[config.mk]
export PLATFORM = sky130hd
export DESIGN_NAME = aack_ctrl
export DESIGN_NICKNAME = d
export VERILOG_FILES = /design/src/include/aack_pkg.sv /design/src/rtl/aack_ctrl.sv
export VERILOG_INCLUDE_DIRS = /design/src /design/src/include
export SDC_FILE = /design/constraint.sdc
export NUM_CORES = 1
export LEC_CHECK = 0
export BUFFER_PORTS_ARGS = -buffer_cell sky130_fd_sc_hd__buf_2
export CAP_MARGIN = 20
export CORE_ASPECT_RATIO = 0.7
export CORE_UTILIZATION = 25
export DETAILED_ROUTE_END_ITERATION = 12
export PLACE_DENSITY_LB_ADDON = 0.08
export RECOVER_POWER = 50
export SLEW_MARGIN = 10
export SYNTH_ARGS = -nofsm -noshare
export SYNTH_HDL_FRONTEND = slang
export SYNTH_SLANG_ARGS = --single-unit
[constraint.sdc]
create_clock -name clk -period 2.3 [get_ports clk]
set_input_delay 0.23 -clock clk [delete_from_list [all_inputs] [get_ports clk]]
set_output_delay 0.23 -clock clk [all_outputs]
set_load 0.1 [all_outputs]
[src/include/aack_map.svh]
// Register offsets, field positions, reset values and timing constants of the auto acknowledge block.
`ifndef AACK_MAP_SVH
`define AACK_MAP_SVH
`define AACK_OFS_DLY_LO 7'h50
`define AACK_OFS_DLY_HI 7'h51
`define AACK_OFS_TMR_CTL 7'h52
`define AACK_OFS_FC_LO 7'h53
`define AACK_OFS_FC_HI 7'h54
`define AACK_OFS_AR_CTL 7'h55
`define AACK_RST_DLY_LO 8'h08
`define AACK_RST_DLY_HI 8'h07
`define AACK_RST_TMR_CTL 8'h00
`define AACK_RST_FC_LO 8'h02
`define AACK_RST_FC_HI 8'h00
`define AACK_RST_AR_CTL 8'h00
`define AACK_BIT_TMR_EN 0
`define AACK_BIT_DONE_OFF 4
`define AACK_BIT_DONE_RX 5
`define AACK_BIT_SEND 1
`define AACK_BIT_STOP 0
`define AACK_BIT_ACK_EN 4
`define AACK_BIT_AUTO_RX 6
`define AACK_BIT_CANCEL 7
`define AACK_STATUS_RX 8'h66
`define AACK_STATUS_OFF 8'h88
`define AACK_STATUS_TX 8'h99
`define AACK_CLK_MHZ 200
`define AACK_TICK_KHZ_PER_KBPS 18
`define AACK_TICK_CYC(kbps) (((`AACK_CLK_MHZ) * 1000) / ((kbps) * (`AACK_TICK_KHZ_PER_KBPS)))
`endif

[src/include/aack_pkg.sv]
// Types shared by the auto acknowledge block.
package aack_pkg;
   typedef enum logic [1:0] {
      aack_cmd_none,
      aack_cmd_idle,
      aack_cmd_tx_on,
      aack_cmd_rx_on
   } aack_cmd_type;
   typedef struct packed {
      logic valid;
      logic [7:0] data;
   } aack_byte_type;
   typedef struct packed {
      logic write;
      logic read;
      logic [6:0] addr;
      logic [7:0] wdata;
   } aack_reg_req_type;
endpackage

[src/rtl/aack_ctrl.sv]
// Auto acknowledge delay, frame build and post transmit state control.
`timescale 1ns/1ps
`default_nettype none
`include "aack_map.svh"
module aack_ctrl (
   input wire logic clk,
   input wire logic rst,
   input wire aack_pkg::aack_reg_req_type reg_req,
   output logic [7:0] reg_rdata,
   input wire logic [2:0] rate_sel,
   input wire logic rx_done,
   input wire logic rx_ack_req,
   input wire logic rx_is_ack,
   input wire logic [7:0] rx_seq,
   input wire logic tx_done,
   input wire logic tx_ack_req,
   input wire logic in_tx,
   input wire aack_pkg::aack_cmd_type radio_state_request,
   input wire logic radio_forced_idle_cmd,
   input wire logic frame_ready,
   output aack_pkg::aack_byte_type frame_byte,
   output logic frame_start,
   output logic rx_keep,
   output logic [7:0] radio_state_status
);
   import aack_pkg::*;

   typedef enum logic [2:0] {st_idle, st_rx, st_tx_prep, st_wait, st_send, st_tx} aack_state_type;
   typedef enum logic [1:0] {rs_off, rs_rx, rs_tx} aack_radio_type;

   logic [7:0] dly_lo, dly_hi, tmr_ctl, fc_lo, fc_hi, ar_ctl;
   logic [15:0] dly_cnt;
   logic [10:0] tick_cnt;
   logic tick;
   aack_state_type state;
   aack_radio_type radio;
   aack_cmd_type pend_cmd;
   logic [2:0] byte_idx;
   logic [15:0] crc;
   logic [15:0] crc_next;
   logic wr_ctl;
   logic send_req, stop_req;

   // Tick divider lengths per rate code, zero reads as 50 kbps.
   function automatic logic [10:0] tick_len(input logic [2:0] r);
      case (r)
         3'h1: tick_len = 11'(`AACK_TICK_CYC(100));
         3'h2: tick_len = 11'(`AACK_TICK_CYC(150));
         3'h3: tick_len = 11'(`AACK_TICK_CYC(200));
         3'h4: tick_len = 11'(`AACK_TICK_CYC(400));
         3'h5: tick_len = 11'(`AACK_TICK_CYC(10));
         3'h6: tick_len = 11'(`AACK_TICK_CYC(20));
         3'h7: tick_len = 11'(`AACK_TICK_CYC(40));
         default: tick_len = 11'(`AACK_TICK_CYC(50));
      endcase
   endfunction

   function automatic logic [15:0] crc_byte(input logic [15:0] c, input logic [7:0] d);
      logic [15:0] x;
      x = c;
      for (int i = 0; i < 8; i++) begin
         x = (x[0] ^ d[i]) ? ((x >> 1) ^ 16'h8408) : (x >> 1);
      end
      crc_byte = x;
   endfunction

   assign wr_ctl = reg_req.write && reg_req.addr == `AACK_OFS_AR_CTL;
   // Stop takes precedence over send when both are written.
   assign stop_req = wr_ctl && reg_req.wdata[`AACK_BIT_STOP];
   assign send_req = wr_ctl && reg_req.wdata[`AACK_BIT_SEND] && !stop_req;

   // Registers; send and stop are commands and do not stay stored.
   always_ff @(posedge clk) begin
      if (rst) begin
         dly_lo <= `AACK_RST_DLY_LO;
         dly_hi <= `AACK_RST_DLY_HI;
         tmr_ctl <= `AACK_RST_TMR_CTL;
         fc_lo <= `AACK_RST_FC_LO;
         fc_hi <= `AACK_RST_FC_HI;
         ar_ctl <= `AACK_RST_AR_CTL;
      end else if (reg_req.write) begin
         case (reg_req.addr)
            `AACK_OFS_DLY_LO: dly_lo <= reg_req.wdata;
            `AACK_OFS_DLY_HI: dly_hi <= reg_req.wdata;
            `AACK_OFS_TMR_CTL: tmr_ctl <= reg_req.wdata;
            `AACK_OFS_FC_LO: fc_lo <= reg_req.wdata;
            `AACK_OFS_FC_HI: fc_hi <= reg_req.wdata;
            `AACK_OFS_AR_CTL: ar_ctl <= {reg_req.wdata[7:2], 2'b00};
            default: ;
         endcase
      end
   end

   always_ff @(posedge clk) begin
      if (rst) begin
         reg_rdata <= 8'h00;
      end else begin
         case (reg_req.addr)
            `AACK_OFS_DLY_LO: reg_rdata <= dly_lo;
            `AACK_OFS_DLY_HI: reg_rdata <= dly_hi;
            `AACK_OFS_TMR_CTL: reg_rdata <= tmr_ctl;
            `AACK_OFS_FC_LO: reg_rdata <= fc_lo;
            `AACK_OFS_FC_HI: reg_rdata <= fc_hi;
            `AACK_OFS_AR_CTL: reg_rdata <= ar_ctl;
            default: reg_rdata <= 8'h00;
         endcase
      end
   end

   // Divider restarts with each delay so the first tick is a full period.
   assign tick = tick_cnt == 11'h000;
   always_ff @(posedge clk) begin
      if (rst || state != st_wait || tick) begin
         tick_cnt <= tick_len(rate_sel) - 11'h001;
      end else begin
         tick_cnt <= tick_cnt - 11'h001;
      end
   end

   // Load at end of a request packet, count down per tick.
   always_ff @(posedge clk) begin
      if (rst) begin
         dly_cnt <= 16'h0000;
      end else if (state == st_tx_prep && tmr_ctl[`AACK_BIT_TMR_EN]) begin
         dly_cnt <= {dly_hi, dly_lo};
      end else if (state == st_wait && tick && dly_cnt != 16'h0000) begin
         dly_cnt <= dly_cnt - 16'h0001;
      end
   end

   // Commands issued while sending are held until the post send state settles.
   always_ff @(posedge clk) begin
      if (rst || radio_forced_idle_cmd) begin
         pend_cmd <= aack_cmd_none;
      end else if (radio_state_request != aack_cmd_none && (in_tx || state == st_tx)) begin
         pend_cmd <= radio_state_request;
      end else if (!in_tx && state != st_tx) begin
         pend_cmd <= aack_cmd_none;
      end
   end

   // Main sequencer and radio state choice.
   always_ff @(posedge clk) begin
      if (rst) begin
         state <= st_idle;
         radio <= rs_off;
      end else if (radio_forced_idle_cmd) begin
         state <= st_idle;
         radio <= rs_off;
      end else begin
         case (state)
            st_idle, st_rx: begin
               if (rx_done && rx_ack_req && ar_ctl[`AACK_BIT_ACK_EN]) begin
                  state <= st_tx_prep;
                  radio <= rs_tx;
               end else if (stop_req && radio == rs_rx) begin
                  radio <= rs_off;
               end else if (tx_done) begin
                  if (tmr_ctl[`AACK_BIT_DONE_RX] || (tx_ack_req && ar_ctl[`AACK_BIT_AUTO_RX])) begin
                     radio <= rs_rx;
                  end else if (tmr_ctl[`AACK_BIT_DONE_OFF]) begin
                     radio <= rs_off;
                  end else if (pend_cmd != aack_cmd_none) begin
                     radio <= pend_cmd == aack_cmd_rx_on ? rs_rx : (pend_cmd == aack_cmd_tx_on ? rs_tx : rs_off);
                  end
               end else if (!in_tx && radio_state_request != aack_cmd_none) begin
                  case (radio_state_request)
                     aack_cmd_rx_on: radio <= rs_rx;
                     aack_cmd_tx_on: radio <= rs_tx;
                     default: radio <= rs_off;
                  endcase
               end
            end
            st_tx_prep: state <= st_wait;
            st_wait: begin
               if (stop_req) begin
                  state <= st_idle;
               end else if (send_req) begin
                  state <= st_send;
               end else if (tmr_ctl[`AACK_BIT_TMR_EN] && dly_cnt == 16'h0000) begin
                  state <= st_send;
               end
            end
            st_send: state <= st_tx;
            st_tx: begin
               if (frame_byte.valid && frame_ready && byte_idx == 3'h4) begin
                  state <= st_idle;
                  if (tmr_ctl[`AACK_BIT_DONE_RX]) begin
                     radio <= rs_rx;
                  end else if (tmr_ctl[`AACK_BIT_DONE_OFF]) begin
                     radio <= rs_off;
                  end else if (pend_cmd == aack_cmd_rx_on) begin
                     radio <= rs_rx;
                  end else if (pend_cmd == aack_cmd_idle) begin
                     radio <= rs_off;
                  end
               end
            end
            default: state <= st_idle;
         endcase
      end
   end

   // Frame bytes: control low, control high, sequence, check low, check high.
   logic [7:0] seq;
   always_ff @(posedge clk) begin
      if (rst) begin
         seq <= 8'h00;
      end else if (rx_done && rx_ack_req) begin
         seq <= rx_seq;
      end
   end

   // The check value runs over the byte that is being handed over.
   assign crc_next = crc_byte(crc, frame_byte.data);

   always_ff @(posedge clk) begin
      if (rst || state != st_tx) begin
         byte_idx <= 3'h0;
         crc <= 16'h0000;
      end else if (frame_byte.valid && frame_ready) begin
         byte_idx <= byte_idx + 3'h1;
         if (byte_idx < 3'h3) begin
            crc <= crc_next;
         end
      end
   end

   // Byte order is low first; the serializer sends each byte LSB first.
   // A byte advances only on a real hand-over, so a stalled consumer never loses one.
   always_ff @(posedge clk) begin
      if (rst) begin
         frame_byte <= '0;
      end else if (radio_forced_idle_cmd || (state != st_send && state != st_tx)) begin
         frame_byte.valid <= 1'b0;
      end else if (state == st_send) begin
         frame_byte.valid <= 1'b1;
         frame_byte.data <= fc_lo;
      end else if (frame_byte.valid && frame_ready) begin
         frame_byte.valid <= byte_idx != 3'h4;
         case (byte_idx)
            3'h0: frame_byte.data <= fc_hi;
            3'h1: frame_byte.data <= seq;
            3'h2: frame_byte.data <= crc_next[7:0];
            default: frame_byte.data <= crc[15:8];
         endcase
      end
   end

   assign frame_start = state == st_send;
   // Received acknowledge packets are dropped while cancel is set.
   assign rx_keep = !(rx_is_ack && ar_ctl[`AACK_BIT_CANCEL]);

   // Status codes the host polls before writing again.
   always_ff @(posedge clk) begin
      if (rst) begin
         radio_state_status <= `AACK_STATUS_OFF;
      end else begin
         case (radio)
            rs_rx: radio_state_status <= `AACK_STATUS_RX;
            rs_tx: radio_state_status <= `AACK_STATUS_TX;
            default: radio_state_status <= `AACK_STATUS_OFF;
         endcase
      end
   end

   // Each check names the rule it guards; the covers mark the main paths.
   forced_idle_a: assert property (@(posedge clk) disable iff (rst)
      radio_forced_idle_cmd |=> radio == rs_off && state == st_idle) else $error("forced idle ignored");
   reset_delay_a: assert property (@(posedge clk)
      $past(rst) |-> {dly_hi, dly_lo} == 16'h0708) else $error("delay reset wrong");
   timer_gate_a: assert property (@(posedge clk) disable iff (rst)
      state == st_wait && !tmr_ctl[0] && !send_req && !stop_req && !radio_forced_idle_cmd |=> state == st_wait)
      else $error("timer fired while disabled");
   expire_send_a: assert property (@(posedge clk) disable iff (rst)
      state == st_wait && tmr_ctl[0] && dly_cnt == 16'h0000 && !stop_req && !radio_forced_idle_cmd |=> state == st_send)
      else $error("no send at expiry");
   stop_wins_a: assert property (@(posedge clk) disable iff (rst)
      state == st_wait && stop_req && !radio_forced_idle_cmd |=> state == st_idle) else $error("stop lost");
   cancel_drop_a: assert property (@(posedge clk) disable iff (rst)
      rx_is_ack && ar_ctl[7] |-> !rx_keep) else $error("ack not dropped");
   rx_status_a: assert property (@(posedge clk) disable iff (rst)
      radio == rs_rx ##1 radio == rs_rx |-> radio_state_status == 8'h66) else $error("status not 66");
   ack_enter_tx_a: assert property (@(posedge clk) disable iff (rst)
      (state == st_idle || state == st_rx) && rx_done && rx_ack_req && ar_ctl[4] && !radio_forced_idle_cmd
      |=> state == st_tx_prep ##1 state == st_wait) else $error("auto ack not started");
   done_rx_a: assert property (@(posedge clk) disable iff (rst)
      state == st_idle && tx_done && tmr_ctl[5] && !radio_forced_idle_cmd && !(rx_done && rx_ack_req && ar_ctl[4])
      |=> radio == rs_rx) else $error("post send listen missed");
   send_bit_a: assert property (@(posedge clk) disable iff (rst)
      state == st_wait && send_req && !radio_forced_idle_cmd |=> state == st_send)
      else $error("send bit ignored");
   frame_hold_a: assert property (@(posedge clk) disable iff (rst)
      frame_byte.valid && !frame_ready && !radio_forced_idle_cmd |=> $stable(frame_byte))
      else $error("frame byte changed while stalled");
   frame_done_a: assert property (@(posedge clk) disable iff (rst)
      state == st_tx && frame_byte.valid && frame_ready && byte_idx == 3'h4 && !radio_forced_idle_cmd
      |=> state == st_idle && !frame_byte.valid) else $error("frame not ended after five bytes");
   post_off_a: assert property (@(posedge clk) disable iff (rst)
      state == st_tx && frame_byte.valid && frame_ready && byte_idx == 3'h4 && tmr_ctl[4] && !tmr_ctl[5]
      && !radio_forced_idle_cmd |=> radio == rs_off) else $error("post send off missed");
   held_cmd_a: assert property (@(posedge clk) disable iff (rst)
      state == st_idle && in_tx && !tx_done && !rx_done && !stop_req && !radio_forced_idle_cmd |=> $stable(radio))
      else $error("command acted during send");
   stop_rx_a: assert property (@(posedge clk) disable iff (rst)
      state == st_idle && stop_req && radio == rs_rx && !rx_done && !radio_forced_idle_cmd |=> radio == rs_off)
      else $error("stop in receive not idle");
   off_status_a: assert property (@(posedge clk) disable iff (rst)
      radio == rs_off ##1 radio == rs_off |-> radio_state_status == 8'h88) else $error("status not 88");
   tx_status_a: assert property (@(posedge clk) disable iff (rst)
      radio == rs_tx ##1 radio == rs_tx |-> radio_state_status == 8'h99) else $error("status not 99");
   keep_default_a: assert property (@(posedge clk) disable iff (rst)
      !ar_ctl[7] |-> rx_keep) else $error("packet dropped without cancel");

   ack_sent_c: cover property (@(posedge clk) disable iff (rst) state == st_send ##[1:20] state == st_idle);
   timer_run_c: cover property (@(posedge clk) disable iff (rst) state == st_wait && tick && dly_cnt == 16'h0001);
   stop_c: cover property (@(posedge clk) disable iff (rst) state == st_wait && stop_req);
   post_rx_c: cover property (@(posedge clk) disable iff (rst) state == st_idle && tx_done && tx_ack_req && ar_ctl[6]);
   frame_stall_c: cover property (@(posedge clk) disable iff (rst) frame_byte.valid && !frame_ready);
endmodule
`default_nettype wire

### Yosys cells after proc, flatten, opt, wreduce, memory -nomap -nowiden

Index checks and enable logic that the tools add are counted.

* add/sub/neg operators: 4
* multiply operators: 0
* div/mod/pow operators: 0
* magnitude comparators: 1
* equal/unequal tests: 38
* shifts and indexed selects: 0
* multiplexer cells: 42
* bitwise logic cells: 17
* reductions and logical operators: 53

Operators by type and width (number)
* 16-bit 2-to-1 mux: 10
* 11-bit one-hot mux with 7 select lines: 1
* 8-bit one-hot mux with 6 select lines: 1
* 7-bit equality test (second input constant): 6
* 2-bit 2-to-1 mux: 16
* 2-bit inverter with 3-bit output: 8
* 8-bit one-hot mux with 3 select lines: 1
* 11-bit 2-to-1 mux: 2
* 11-bit by 1-bit subtractor with 11-bit output (second input constant): 2
* 3-bit equality test (second input constant): 7
* 1-bit logical AND: 19
* 9-bit 2-to-1 mux: 2
* 16-bit logical NOT: 1
* 8-bit one-hot mux with 2 select lines: 1
* 2-bit AND reduction: 8
* 16-bit nonzero test: 1
* 16-bit by 1-bit subtractor with 16-bit output (second input constant): 1
* 3-bit by 2-bit equality test with 1-bit output (second input constant): 5
* 3-bit 2-to-1 mux: 5
* 3-bit one-hot mux with 5 select lines: 1
* 2-bit nonzero test: 6
* 11-bit logical NOT: 1
* 2-bit equality test (second input constant): 5
* 3-bit by 1-bit equality test with 1-bit output (second input constant): 3
* 20 further kinds: 42

* register bits: 132
* bits in latches: 0
* RAM bits: 0
* memory bits (read-only): 0
* input bits: 40
* output and inout bits: 27
* logic and storage cells: 173
* memories: 0

### Longest topological paths before layout

Gate-level depths: netlist of the first run.

* word-level depth: 19
* mapped depth: 11
* mapped depth without buffers: 10

### Worst setup path after synthesis of the first run

No wires, ideal clock.

* path type: flip-flop to flip-flop
* start: register tick_cnt[4]
* end: register tick_cnt[8]
* setup time: 0.074 ns
* data arrival time: 2.466 ns
* required time: 2.226 ns
* slack: -0.240 ns
* stages on the path, launching flop included: 12
* buffers on the path: 1
* clock period less this slack: 2.540 ns
* cell sequence: dfxtp_1 -> nor4_4 -> nand4b_1 -> nand2_1 -> clkbuf_1 -> nand2_1 -> o21ai_0 -> ha_1 -> nand2_1 -> or3_1 -> xor2_1 -> o21ai_0

* longest elaborated chain between the ends: 3
* elaborated cells on any way between the ends: 4
* those cells by class: add/sub: 1; mux: 1; reduce/logical: 2

RTL lines
* start: declaration: line aack_ctrl.sv:33 `logic [10:0] tick_cnt;`
* start signal: assignment: line aack_ctrl.sv:114 `tick_cnt <= tick_len(rate_sel) - 11'h001;`
* start signal: assignment: line aack_ctrl.sv:116 `tick_cnt <= tick_cnt - 11'h001;`
* parallel branches: the longest is 2 deep, another holds 11-bit by 1-bit subtractor with 11-bit output
* 11-bit 2-to-1 mux (*): line aack_ctrl.sv:113 `if (rst || state != st_wait || tick) begin`

Mark *: on every way between the ends.
A chain may end at the register's enable or synchronous reset.

### Worst setup path after layout of the first run

* start: register tick_cnt[5]
* end: register tick_cnt[8]

Same word-level chain as after synthesis.

==> run summary, run 1 <==
The flow ran to the end, and the final reports show no timing, DRC or antenna violations. Yosys mapped a number of flops with a built-in enable equal to 0. The ratio of routed vias to standard cells is ~5. The starting density of the core is around 26%. The power dissipated by switching net loads came out at around 1.2 mW.

Of the total power, registers draw 44.1%. The worst setup path is of the flip-flop to flip-flop kind. After the last flow step, the layout net total stands at between 800 and 900. The clock network is responsible for between 50 and 60% of the overall power.

The number of buffers inserted to repair setup after CTS came out at 0. Traced cell by cell, the critical path runs through nor4_4, nand4b_1, nand2_2, nand4_1, o21ai_1, ha_2, nand2_1, or3_1, xor2_1, o21ai_1. At the pin with the least slew margin, the transition time is about 670 ps.

The endpoint required time on the critical path is roughly 2700 ps. The total of fill cells in the finished design is approximately 2.7k. In the synthesized netlist the dominant register cell turns out to be sky130_fd_sc_hd__dfxtp_1.

The number of synthesized register bits came out at 127. At the end of the flow the core is filled with cells to 31.8%. The layout cell share with drive strength beyond 1 is roughly a fifth. Once the clock tree was built, the resizer swapped 0 gates to a different size. Port buffering added 65 buffers. The worst path needs 2130 ps of the cycle, external delays included. The count of maximum capacitance violations came out at 0.

In this run switching power makes up between 20% and 30% of total power. The largest delay contributor family on the critical path is simple AND/OR/NAND/NOR gates. The detailed-routing iteration count for the pre-antenna-repair pass came out at 6. The maximum clock insertion buffer count came out at 2. The critical path contains buffers and inverters numbering 0 combined.

The final critical-path share of the clock period is ~93%. For this run, the top clock speed supported by timing is between 0.4 and 0.5 GHz. The total count of max-transition violations in the final report is 0. The number of non-filler instances in the completed layout came out at about 1.2k. TritonCTS built the clock tree.

The post-synth net total is between 700 and 800. The number of DRC violations after detailed routing is 0. The total number of vias came out at around 5.9k. The number of placed I/O pins came out at 67.

The number of levels in the clock H-tree came out at 4. For the worst setup path, the data arrival time is 2480 ps. In this run the vertical extent of the chip is approximately 140 um. Clock-pin slew was measured on the worst setup and hold paths at about 50 ps. The area of the mapped netlist is between 6000 and 7000 sq um. The power density normalized to cell area came out at 644 nW/um^2. The count of antenna-violating nets left after detailed routing came out at 0. The average cell area after synthesis came out at 8.72 sq um. The placer's final routability congestion estimate came out at ~0.83. Among all stages on the critical path, the largest delay is contributed by sky130_fd_sc_hd__dfxtp_2.

The leakage component of the power is slightly above 3 nW. The number of warnings reported in the yosys synthesis log is 0. The first-pass GRT wire length is 33.7 mm.

The quantity of hold-fixing buffers added after cts came out at 0. The share of synthesized flip-flops with an asynchronous set or reset came out at 0%. The number of global-route vias before repair came out at between 5k and 6k. Dividing the detail-routed wire length by the instance count gives ~18 um. The antenna diode count came out at 0. The number of distinct library cell variants in the gate-level netlist after synthesis is 71. By instance count, the cell type seen most on the critical path is sky130_fd_sc_hd__o21ai_1. The total overflow left after global routing is 0. The pin count of the biggest net entering global routing came out at 50. The final setup violation count is 0. The area growth from synthesis to layout is 23.0%. The core box area came out at between 20,000 and 25,000 sq um. STA classifies the critical path startpoint as a flip-flop.

The worst hold path belongs to the class input pin to flip-flop. The count of standard-cell rows is 48. The floorplan step set the die width to roughly 190 um. On the final layout, the worst clock skew is ~13 ps. After legalization and detailed placement, the total HPWL measured between 15 and 20 mm. The highest net fanout along the worst path came out at 4. The portion of the post-synthesis area used by sequential elements came out at between 30% and 40%. The total internal power came out at approximately 3.9 mW. In this run, CTS created clock tree buffers numbering 17. The overall routed net length came out at 21.2 mm. The share of total power dissipated in combinational logic is 5.5%. The largest single stage delay on the critical path is 330 ps. The die footprint came out at between 20,000 and 30,000 sq um. Clock tree synthesis selected as its root buffer the cell sky130_fd_sc_hd__clkbuf_16. The total instance count after detailed placement came out at approximately 1.1k. Setup repair after global routing could not meet its margin everywhere. The power after layout came out at approximately 5 mW. The worst-case IR drop observed on VDD is between 0.5 and 0.6 mV.

At the later pin of the worst-skew pair, clock insertion delay measures 430 ps. The hold violation total from the final report was 0. The global-route total usage across every layer is between 15 and 20%. The multi-input combinational cell area is approximately 3600 sq um.

Clock tree synthesis found a total of ~130 sinks. The area of all sequential standard cells is 2550 sq um. The kind of capture point of the worst setup path is a flip-flop. The initial antenna violation count is 0. The cell count after synthesis came out at 740. The violation count after the first detailed-routing iteration is approximately 320. Measured against its own limit, the worst slew margin works out to ~55%.
==> final timing paths <==
path	slack, ps	depth (start not counted)	endpoint	start
worst max-delay path	170	10	tick_cnt[8]$_DFF_P_	tick_cnt[5]$_DFF_P_
worst min-delay path	50	2	frame_byte[8]$_SDFFE_PP0P_	radio_forced_idle_cmd
worst max register to register	170	10	tick_cnt[8]$_DFF_P_	tick_cnt[5]$_DFF_P_
worst min register to register	460	2	seq[7]$_SDFFE_PP0P_	seq[7]$_SDFFE_PP0P_
==> layout by cell type (no fill, tap or decap), drive strengths merged, types with 9 or more instances in the layout <==
cell	Yosys	layout
nor3	9	9
o21ai	22	22
dfxtp	127	127
mux2i	47	47
buf	17	117
a21oi	35	35
nand3	34	34
a211o	15	15
inv	17	16
a31oi	17	17
a22o	10	10
or3	10	10
a211oi	19	19
nor2	80	80
nor4	10	10
clkbuf	36	29
a22oi	21	21
nand2	65	65
xnor2	26	26
==> cell usage after synthesis (all sizes together), types with 19 or more instances <==
library cell	instances	area share, %
a211oi	19	2.4
a21oi	35	2.7
a22oi	21	2.4
clkbuf	36	2.1
dfxtp	127	39
mux2i	47	7.3
nand2	65	3.8
nand3	34	2.6
nor2	80	4.7
o21ai	22	1.7
xnor2	26	3.5
==> flip-flops by register name, summed over array words and instances (netlist names) <==
register            flops
tick_cnt               11
reg_rdata               8
seq                     8
fc_lo                   8
dly_hi                  8
radio                   2
ar_ctl                  6
state                   3
radio_state_status      3
dly_lo                  8
crc                    16
byte_idx                3
tmr_ctl                 8
frame_byte              9
dly_cnt                16
pend_cmd                2
fc_hi                   8
==> area by class of cell <==
cell class | instances | share of cell area, %
clock buffers | 23 | 5.64
multi-input cells | 543 | 45.6
flip-flops and latches | 127 | 32.1
clock inverters | 7 | 1.13
repair buffers | 123 | 9.52
well taps | 325 | 5.12
inverters | 17 | 0.851
==> routing by layer <==
metal | global-route usage (%) | share of wire (%) | vias to the layer above
met4 | 4.14 | 0.68 | 0
li1 | - | - | 2884
met1 | 25.9 | 55 | 2860
met2 | 22.2 | 38 | 156
met5 | 0 | 0 | -
met3 | 4.07 | 5.6 | 10
==> worst register-to-register path: cells and delay by family, from the launching register on <==
| kind | cells | cell delay, ps |
|---|---|---|
| simple gates | 6 | 1150 |
| flops | 1 | 330 |
| compound gates | 2 | 230 |
| fa+ha+maj | 1 | 200 |
| xor+xnor | 1 | 150 |
==> per-stage QoR <==
stage	setup WS [ps]	TNS, ps	area, sq um	hold slack, ps
after detailed placement	81.5	0	7410	451
after floorplan	-80.1	-80.1	6480	301
after CTS	62.2	0	7950	28.0
after global routing	-21.2	-21.2	7940	50.9
after global placement	121	0	7410	442
final	165	0	7940	51.0
==> cell families after synthesis <==
group	count (synthesis)	share of synthesized area, %
AND/OR/NAND/NOR	267	21.5
AO/OA/AOI/OAI	188	20.7
flip-flops	127	39.4
buffers and inverters	70	4.90
multiplexers	49	7.64
XOR/XNOR	33	4.71
adder cells (fa/ha/maj)	6	1.16
==> power groups by stage <==
| stage | Sequential (mW) | Clock, mW | Combinational, mW |
|---|---|---|---|
| after floorplan | 2.33 | 0 | 0.131 |
| after global placement | 2.30 | 0 | 0.282 |
| after detailed placement | 2.30 | 0 | 0.284 |
| after CTS | 2.25 | 2.63 | 0.285 |
| after global routing | 2.26 | 2.73 | 0.308 |
| final | 2.25 | 2.58 | 0.283 |
Note: power is estimated with default switching activity, not from simulation.
==> inputs of run 2 (changes only) <==
--- a/config.mk
+++ b/config.mk
@@ -13,6 +13,7 @@
 export DETAILED_ROUTE_END_ITERATION = 12
 export PLACE_DENSITY_LB_ADDON = 0.08
 export RECOVER_POWER = 50
+export SETUP_SLACK_MARGIN = 0.3
 export SLEW_MARGIN = 10
 export SYNTH_ARGS = -nofsm -noshare
 export SYNTH_HDL_FRONTEND = slang
==> run 2 against run 1 <==
Non-clock buffer count rose by 19. Design area grew 5.0%. Utilization rose by 1.6 points. Clock power up 7%. Largest cell class unchanged.
==> run summary, run 2 (synthesis gave the netlist of run 1 again) <==
The final critical path takes up just over 90% of the cycle. The overall routed net length came out at 21.6 mm. In this run the worst setup path terminates at tick_cnt[8]$_DFF_P_. Among all stages on the critical path, the largest delay is contributed by sky130_fd_sc_hd__dfxtp_2. The worst register-to-register path begins at tick_cnt[5]$_DFF_P_. The placer's final routability congestion estimate came out at just under 0.9. The later-pin clock latency in the skew report is 420 ps.

The number of gates on the worst path with buffers counted is 12. The final setup violation count is 0. STA classifies the critical path endpoint as a flip-flop. The antenna diode count is 0. The number of buffers and inverters on the critical path is 7. The largest stage delay on the critical path came out at approximately 330 ps. The floorplan has between 40 and 50 rows. The number of global-route vias before repair came out at 5,730.

In this run the worst hold path is classified as input pin to flip-flop. The met3 wire length is ~940 um. The worst setup path is of the flip-flop to flip-flop kind. The horizontal die dimension is slightly below 200 um. The clock-pin slew on the worst setup and hold paths came out at roughly 60 ps. The largest delay contributor family on the critical path is buffers and inverters.

For the worst setup path, the data arrival time is between 2000 and 3000 ps. The maximum clock insertion buffer count is 2. The flow ran to the end, and the final reports show no timing, DRC or antenna violations. The H-tree was split into 4 levels. The power density normalized to cell area is roughly 630 nW/um^2. The area added between synthesis and finish is 29.1%.

The CTS tree is built. The post-layout net count is about 900. The worst register-to-register path ends at tick_cnt[8]$_DFF_P_. The count of nets left with antenna violations once routing finished came out at 0. At the pin with the least slew margin, the transition time is about 1200 ps. The library cell used most frequently in the layout, excluding fill and tap cells, is sky130_fd_sc_hd__dfxtp_1.

The largest registers in the layout are crc: 16 flops, dly_cnt: 16 flops, tick_cnt: 11 flops. For this run, the detailed router's first-pass iteration total came to 5. In this run, CTS created clock tree buffers numbering 17. The global-route total usage across every layer came out at between 15 and 20%. The worst clock skew came out at between 7 and 8 ps. The die is about 140 um tall.

The total of fill cells in the finished design is between 2k and 3k. Along the worst path, the maximum fanout reaches 3. The top routing layer in use is met4. The hold violation total from the final report is 0.

The total count of max-transition violations in the final report came out at 0. The core box area is between 20,000 and 25,000 sq um. The violation count after the first detailed-routing iteration is about 350. The worst slew slack as a fraction of its limit is approximately 18%. At the worst endpoint, the required time is about 2700 ps. Tracing the worst setup path back leads to its startpoint at tick_cnt[5]$_DFF_P_. The worst path in the final design needs a cycle of about 2100 ps, including I/O delays and setup. The final design instance area without fill came out at around 8300 sq um. The number of sinks driven by the clock tree came out at approximately 130. The die footprint came out at around 26,000 sq um. The length of routed met2 wiring came out at 8.46 mm. The leakage component of the power is 3.15 nW.

The worst reg-to-reg setup slack is around 150 ps. After detailed routing, the number of remaining DRC violations is 0. The total congestion overflow after global routing came out at 0. The placed wire-length estimate after detailed placement is 16.0 mm. The detailed-route wire length on metal 1 is 12.0 mm. Setup repair after global routing could not meet its margin everywhere. The pin count of the biggest net entering global routing came out at just under 70. Clock tree synthesis selected as its root buffer the cell sky130_fd_sc_hd__clkbuf_16. The startpoint type of the worst setup path is a flip-flop. The placed instance area is between 7000 and 8000 sq um. The quantity of I/O buffers inserted on ports is 65. In the final routed layout, each cell accounts on average for between 15 and 20 um. The count of maximum capacitance violations came out at 0. The first global-routing pass estimated between 30 and 40 mm of wire.

The critical path goes through nor4_4, nand4b_1, nand2_2, nand4_1, buf_4, buf_4, buf_4, buf_4, buf_4, buf_4, buf_4, o21ai_1. The number of placed I/O pins came out at 67. The layout cell share with drive strength beyond 1 is 23.3%. For this configuration, the core starts out at a cell density of roughly 26%. The most numerous cell type found on the critical path is sky130_fd_sc_hd__buf_4. The library cells used most frequently in the layout, excluding fill and tap cells, are 111 x sky130_fd_sc_hd__dfxtp_1, 80 x sky130_fd_sc_hd__nor2_1, 63 x sky130_fd_sc_hd__nand2_1, 63 x sky130_fd_sc_hd__buf_4, 47 x sky130_fd_sc_hd__mux2i_1. Once layout is complete, the utilization of the core stands at between 30% and 40%. The total number of vias came out at between 6k and 7k.

The cell count of the worst reg-to-reg path is 12. The ratio of routed vias to standard cells came out at a little over 5. The maximum clock frequency came out at around 0.47 GHz. The maximum vdd ir drop came out at ~0.49 mV.

The initial antenna violation count came to 0.
run 2: where the power goes:
group / internal [mW] / total (mW) / switching, mW
clock network: 1.76 / 2.75 / 0.996
logic: 0.0931 / 0.289 / 0.195
registers: 2.23 / 2.25 / 0.0247
run 2: stage by stage:
stage | hold slack, ps | cells | setup WS [ps] | TNS, ps | power (mW)
3_3_place_gp | 445 | 1124 | 136 | 0 | 2.57
6_report | 58.6 | 1187 | 152 | 0 | 5.29
5_1_grt | 52.8 | 1187 | 12.0 | 0 | 5.50
2_1_floorplan | 301 | 740 | -75.5 | -75.5 | 2.46
3_5_place_dp | 449 | 1124 | 82.2 | 0 | 2.58
4_1_cts | 36.2 | 1173 | 201 | 0 | 5.36
run 2: timing repair:
item | 4_1_cts | 5_1_grt
gates cloned | 1 | 0
pin swaps | 15 | 30
setup buffers | 16 | 14
endpoints found under the setup margin | 30 | 29
gates resized for setup | 20 | 27
hold buffers | 0 | 0
run 2: metal layers:
layer / global-route usage (%) / up-vias
met5: 0 / -
met4: 4.81 / 0
met3: 3.20 / 19
met2: 22.4 / 148
met1: 25.9 / 2933
li1: - / 2928
run 2: worst register-to-register path: stages, from the launching register on:
cell	delay, ps
sky130_fd_sc_hd__dfxtp_2	330
sky130_fd_sc_hd__nor4_4	330
sky130_fd_sc_hd__nand4b_1	190
sky130_fd_sc_hd__nand2_2	130
sky130_fd_sc_hd__nand4_1	170
sky130_fd_sc_hd__buf_4	170
sky130_fd_sc_hd__buf_4	120
sky130_fd_sc_hd__buf_4	120
sky130_fd_sc_hd__buf_4	120
sky130_fd_sc_hd__buf_4	120
sky130_fd_sc_hd__buf_4	120
sky130_fd_sc_hd__buf_4	120
sky130_fd_sc_hd__o21ai_1	60
run 2: layout make-up:
class | count | area [sq um] | share of cell area, %
timing repair buffer | 142 | 906 | 10.9
multi-input combinational | 544 | 3800 | 45.6
clock inverter | 7 | 110 | 1.32
inverter | 17 | 67.6 | 0.810
tap | 325 | 407 | 4.88
clock buffer | 25 | 475 | 5.70
sequential | 127 | 2570 | 30.9
run 2: worst min-delay path by stage:
stage,startpoint,end,cells after the start
after CTS,radio_forced_idle_cmd,frame_byte[8]$_SDFFE_PP0P_,2
after detailed placement,seq[5]$_SDFFE_PP0P_,seq[5]$_SDFFE_PP0P_,2
after global routing,rx_seq[3],seq[3]$_SDFFE_PP0P_,3
after global placement,seq[1]$_SDFFE_PP0P_,seq[1]$_SDFFE_PP0P_,2
after floorplan,radio_forced_idle_cmd,frame_byte[8]$_SDFFE_PP0P_,1
final,radio_forced_idle_cmd,frame_byte[8]$_SDFFE_PP0P_,2
==> inputs of run 3 (changes only) <==
--- a/config.mk
+++ b/config.mk
@@ -13,6 +13,7 @@
 export DETAILED_ROUTE_END_ITERATION = 12
 export PLACE_DENSITY_LB_ADDON = 0.08
 export RECOVER_POWER = 50
+export REMOVE_ABC_BUFFERS = 1
 export SETUP_SLACK_MARGIN = 0.3
 export SLEW_MARGIN = 10
 export SYNTH_ARGS = -nofsm -noshare
==> run 3 against run 2 <==
Total power shrank 5.4%. Die area unchanged. Count of clock-buffer cells in the layout decreased by 1. Register-to-register slack hardly changed. Design area decreased by 0.30%. Clock skew up 1.6 ps. Utilization down 0.10 points. Maximum frequency rose by 0.23%. Non-clock buffer count up 2. Critical path type unchanged. Critical endpoint unchanged.
==> run summary, run 3 (synthesis gave the netlist of run 1 again) <==
On the critical path the largest part of the delay comes from simple AND/OR/NAND/NOR gates. The shortest clock period the worst path allows after layout came out at 2140 ps. The CTS tree is built. The number of placed I/O pins is 67. The cell depth of the worst min-delay path is 3. The endpoint required time on the critical path is roughly 2600 ps. The power dissipated by switching net loads came out at roughly 1.2 mW. The terminus of the critical flop-to-flop path is tick_cnt[8]$_DFF_P_.

The total number of vias is roughly 6.1k. The area added between synthesis and finish is 28.8%. The routed design has between 20 and 25 mm of wire. The floorplan step defined a die boundary enclosing 26,500 sq um. Routability-driven placement finished with a final weighted congestion of a little over 0.8. In this run the critical register-to-register path is launched from tick_cnt[7]$_DFF_P_. The final setup violation count came out at 0. The total internal power is 3.77 mW. The multi-input combinational cell area is around 3800 sq um. In the layout the commonest cells are 117 x sky130_fd_sc_hd__dfxtp_1, 78 x sky130_fd_sc_hd__nor2_1, 62 x sky130_fd_sc_hd__nand2_1. The quantity of I/O buffers inserted on ports is 65. CTS built an H-tree with a depth of 4.

The global-route total usage across every layer is between 15 and 20%. The routed length per placed instance came out at about 18 um. The ratio of routed vias to standard cells came out at ~5.1. The number of DRC violations after detailed routing is 0. STA classifies the critical path startpoint as a flip-flop. The highest net fanout along the worst path is 4.

The detailed-routing iteration count for the pre-antenna-repair pass came out at 5. The share of power burned in registers is ~45%. In this run switching power makes up around a quarter of total power. The repair_antennas step left the layout with diodes totalling 0. The first-pass GRT wire length came out at 33.6 mm. The core box area is between 20,000 and 25,000 sq um. The sequential cells in the finished layout cover a total of about 2600 sq um. The horizontal die dimension came out at 194 um.

The finished cells cover about 8300 sq um. For this run, the post-layout net count is 897. The die is 136 um tall.

The maximum clock frequency is 0.467 GHz. The clock-pin slew on the worst setup and hold paths is 50 ps. The worst register-to-register path has a depth of 10.

The critical path goes through nor4_4, nand4b_1, nand2_2, nand4_1, o21ai_1, ha_2, nand2_2, or3_1, xor2_1, o21ai_1. The clock passes through at most 2 buffers. The layout cell share with drive strength beyond 1 came out at around a quarter.

Per report_power, the clock group accounts for approximately half of the total. The maximum vdd ir drop is 0.486 mV. The cell sitting at the root of the clock tree is a sky130_fd_sc_hd__clkbuf_16. The largest stage delay on the critical path is approximately 340 ps. The total instance count after detailed placement came out at about 1.1k.

The total congestion overflow after global routing is 0. In this run, CTS created clock tree buffers numbering 17. STA classifies the critical path endpoint as a flip-flop. The count of buffer and inverter cells on the critical path is 0. Setup repair after global routing could not meet its margin everywhere. The final critical-path share of the clock period came out at between 90% and 100%. The leading cell type in the layout, fill and taps excluded is sky130_fd_sc_hd__dfxtp_1. The number of sinks driven by the clock tree is roughly 130. For the pin with the worst max-slew slack, the measured transition is about 1200 ps. After the first detailed-routing iteration, the DRC count stood at approximately 310.

The leakage component of the power is roughly 3.1 nW. The largest registers in the layout are crc: 16 flops, dly_cnt: 16 flops, tick_cnt: 11 flops. The initial antenna violation count came out at 0. The combinational fraction of design power came out at 5.8%. The count of antenna-violating nets left after detailed routing came out at 0. The number of non-filler instances in the completed layout is 1,188. At the end of the flow the core is filled with cells to 33.3%. By startpoint and endpoint, the worst setup path is classified as flip-flop to flip-flop. The run finished with clean final reports. The hold violation total from the final report came out at 0.

In this run the power density over the cells is 602 nW/um^2. Setup slack on the critical path of the routed design comes to around 160 ps. The pin count of the biggest net entering global routing came out at 95. For the worst-skew pair, the clock arrives at the later sink with an insertion delay of around 430 ps.

The count of standard-cell rows is 48. The total of fill cells in the finished design came out at around 2.6k. The placed instance area came out at ~7400 sq um. The placed wire-length estimate after detailed placement is 15.7 mm. The number of global-route vias before repair was between 5k and 6k.

The startpoint identified for the worst hold timing path is rx_seq[3]. Between clock sinks in the finished design, the worst skew comes to between 9 and 10 ps. The completed layout was analyzed and its total power is ~5 mW.

Prior to clock tree synthesis, the placed netlist has a worst setup slack of between 40 and 50 ps. The worst min-delay path class is input pin to flip-flop. The worst-case hold path end point is seq[3]$_SDFFE_PP0P_. Once the floorplan was initialized, standard cells occupied 25.8% of the core.

Setup slack on the worst reg-to-reg path comes out at 160 ps. The count of maximum capacitance violations is 0. The total count of max-transition violations in the final report is 0. The slowest stage of the critical path is the sky130_fd_sc_hd__dfxtp_2 cell. The arrival time of the worst setup path came out at about 2500 ps. The worst slew slack as a fraction of its limit came out at roughly a fifth.
run 3: cell count changes in the layout (fill, tap and decap cells not counted), sizes merged:
cell    previous run  this run
inv               16        17
buf              108       107
clkbuf            59        61
clkinv             4         6
bufinv             3         0
run 3: stage by stage:
step | hold slack (ps) | setup TNS [ps]
after global placement | 442 | 0
after global routing | 56.1 | 0
final | 58.9 | 0
after floorplan | 299 | -14720
after CTS | 42.5 | 0
after detailed placement | 447 | 0
run 3: how the worst max path moves through the flow:
stage,from,cells past startpoint,end,slack [ps]
finish,tick_cnt[7]$_DFF_P_,10,tick_cnt[8]$_DFF_P_,160
global route,tick_cnt[5]$_DFF_P_,10,tick_cnt[8]$_DFF_P_,30
CTS,tick_cnt[5]$_DFF_P_,10,tick_cnt[8]$_DFF_P_,200
detailed placement,dly_cnt[2]$_SDFFE_PP0P_,5,dly_cnt[12]$_SDFFE_PP0P_,40
global placement,dly_cnt[2]$_SDFFE_PP0P_,5,dly_cnt[12]$_SDFFE_PP0P_,80
floorplan,radio_state_status[6]$_SDFF_PP0_,0,radio_state_status[1],-770
run 3: layout make-up:
class	count	share of cell area [%]
clock buffers	24	5.79
clock inverters	7	0.452
inverters	17	0.768
multi-input cells	544	45.9
flip-flops and latches	127	30.7
well taps	325	4.89
repair buffers	144	11.5
run 3: metal layers:
metal	GRT usage, %	up-vias	share of wire, %
met4	4.85	0	1.3
met2	22.9	171	39
met5	0	-	0
met1	25.1	2975	54
met3	3.62	23	5.4
li1	-	2930	-
run 3: power by group through the flow:
stage | sequential [mW] | clock [mW] | combinational [mW]
2_1_floorplan | 2.34 | 0 | 0.0861
3_3_place_gp | 2.30 | 0 | 0.286
3_5_place_dp | 2.30 | 0 | 0.287
4_1_cts | 2.25 | 2.52 | 0.293
5_1_grt | 2.26 | 2.63 | 0.314
6_report | 2.25 | 2.46 | 0.289
run 3: worst register-to-register path, delay by kind of cell, from the launching register on:
family / cells / cell delay, ps
AO/OA/AOI/OAI: 2 / 190
XOR/XNOR: 1 / 160
adder cells (fa/ha/maj): 1 / 210
flip-flops: 1 / 340
AND/OR/NAND/NOR: 6 / 1140
run 3: repair_timing:
item | 4_1_cts | 5_1_grt
cloned | 0 | 2
pin swaps | 11 | 36
setup endpoints to repair | 23 | 42
hold buffers | 0 | 0
gates resized for setup | 14 | 52
setup buffers | 11 | 14
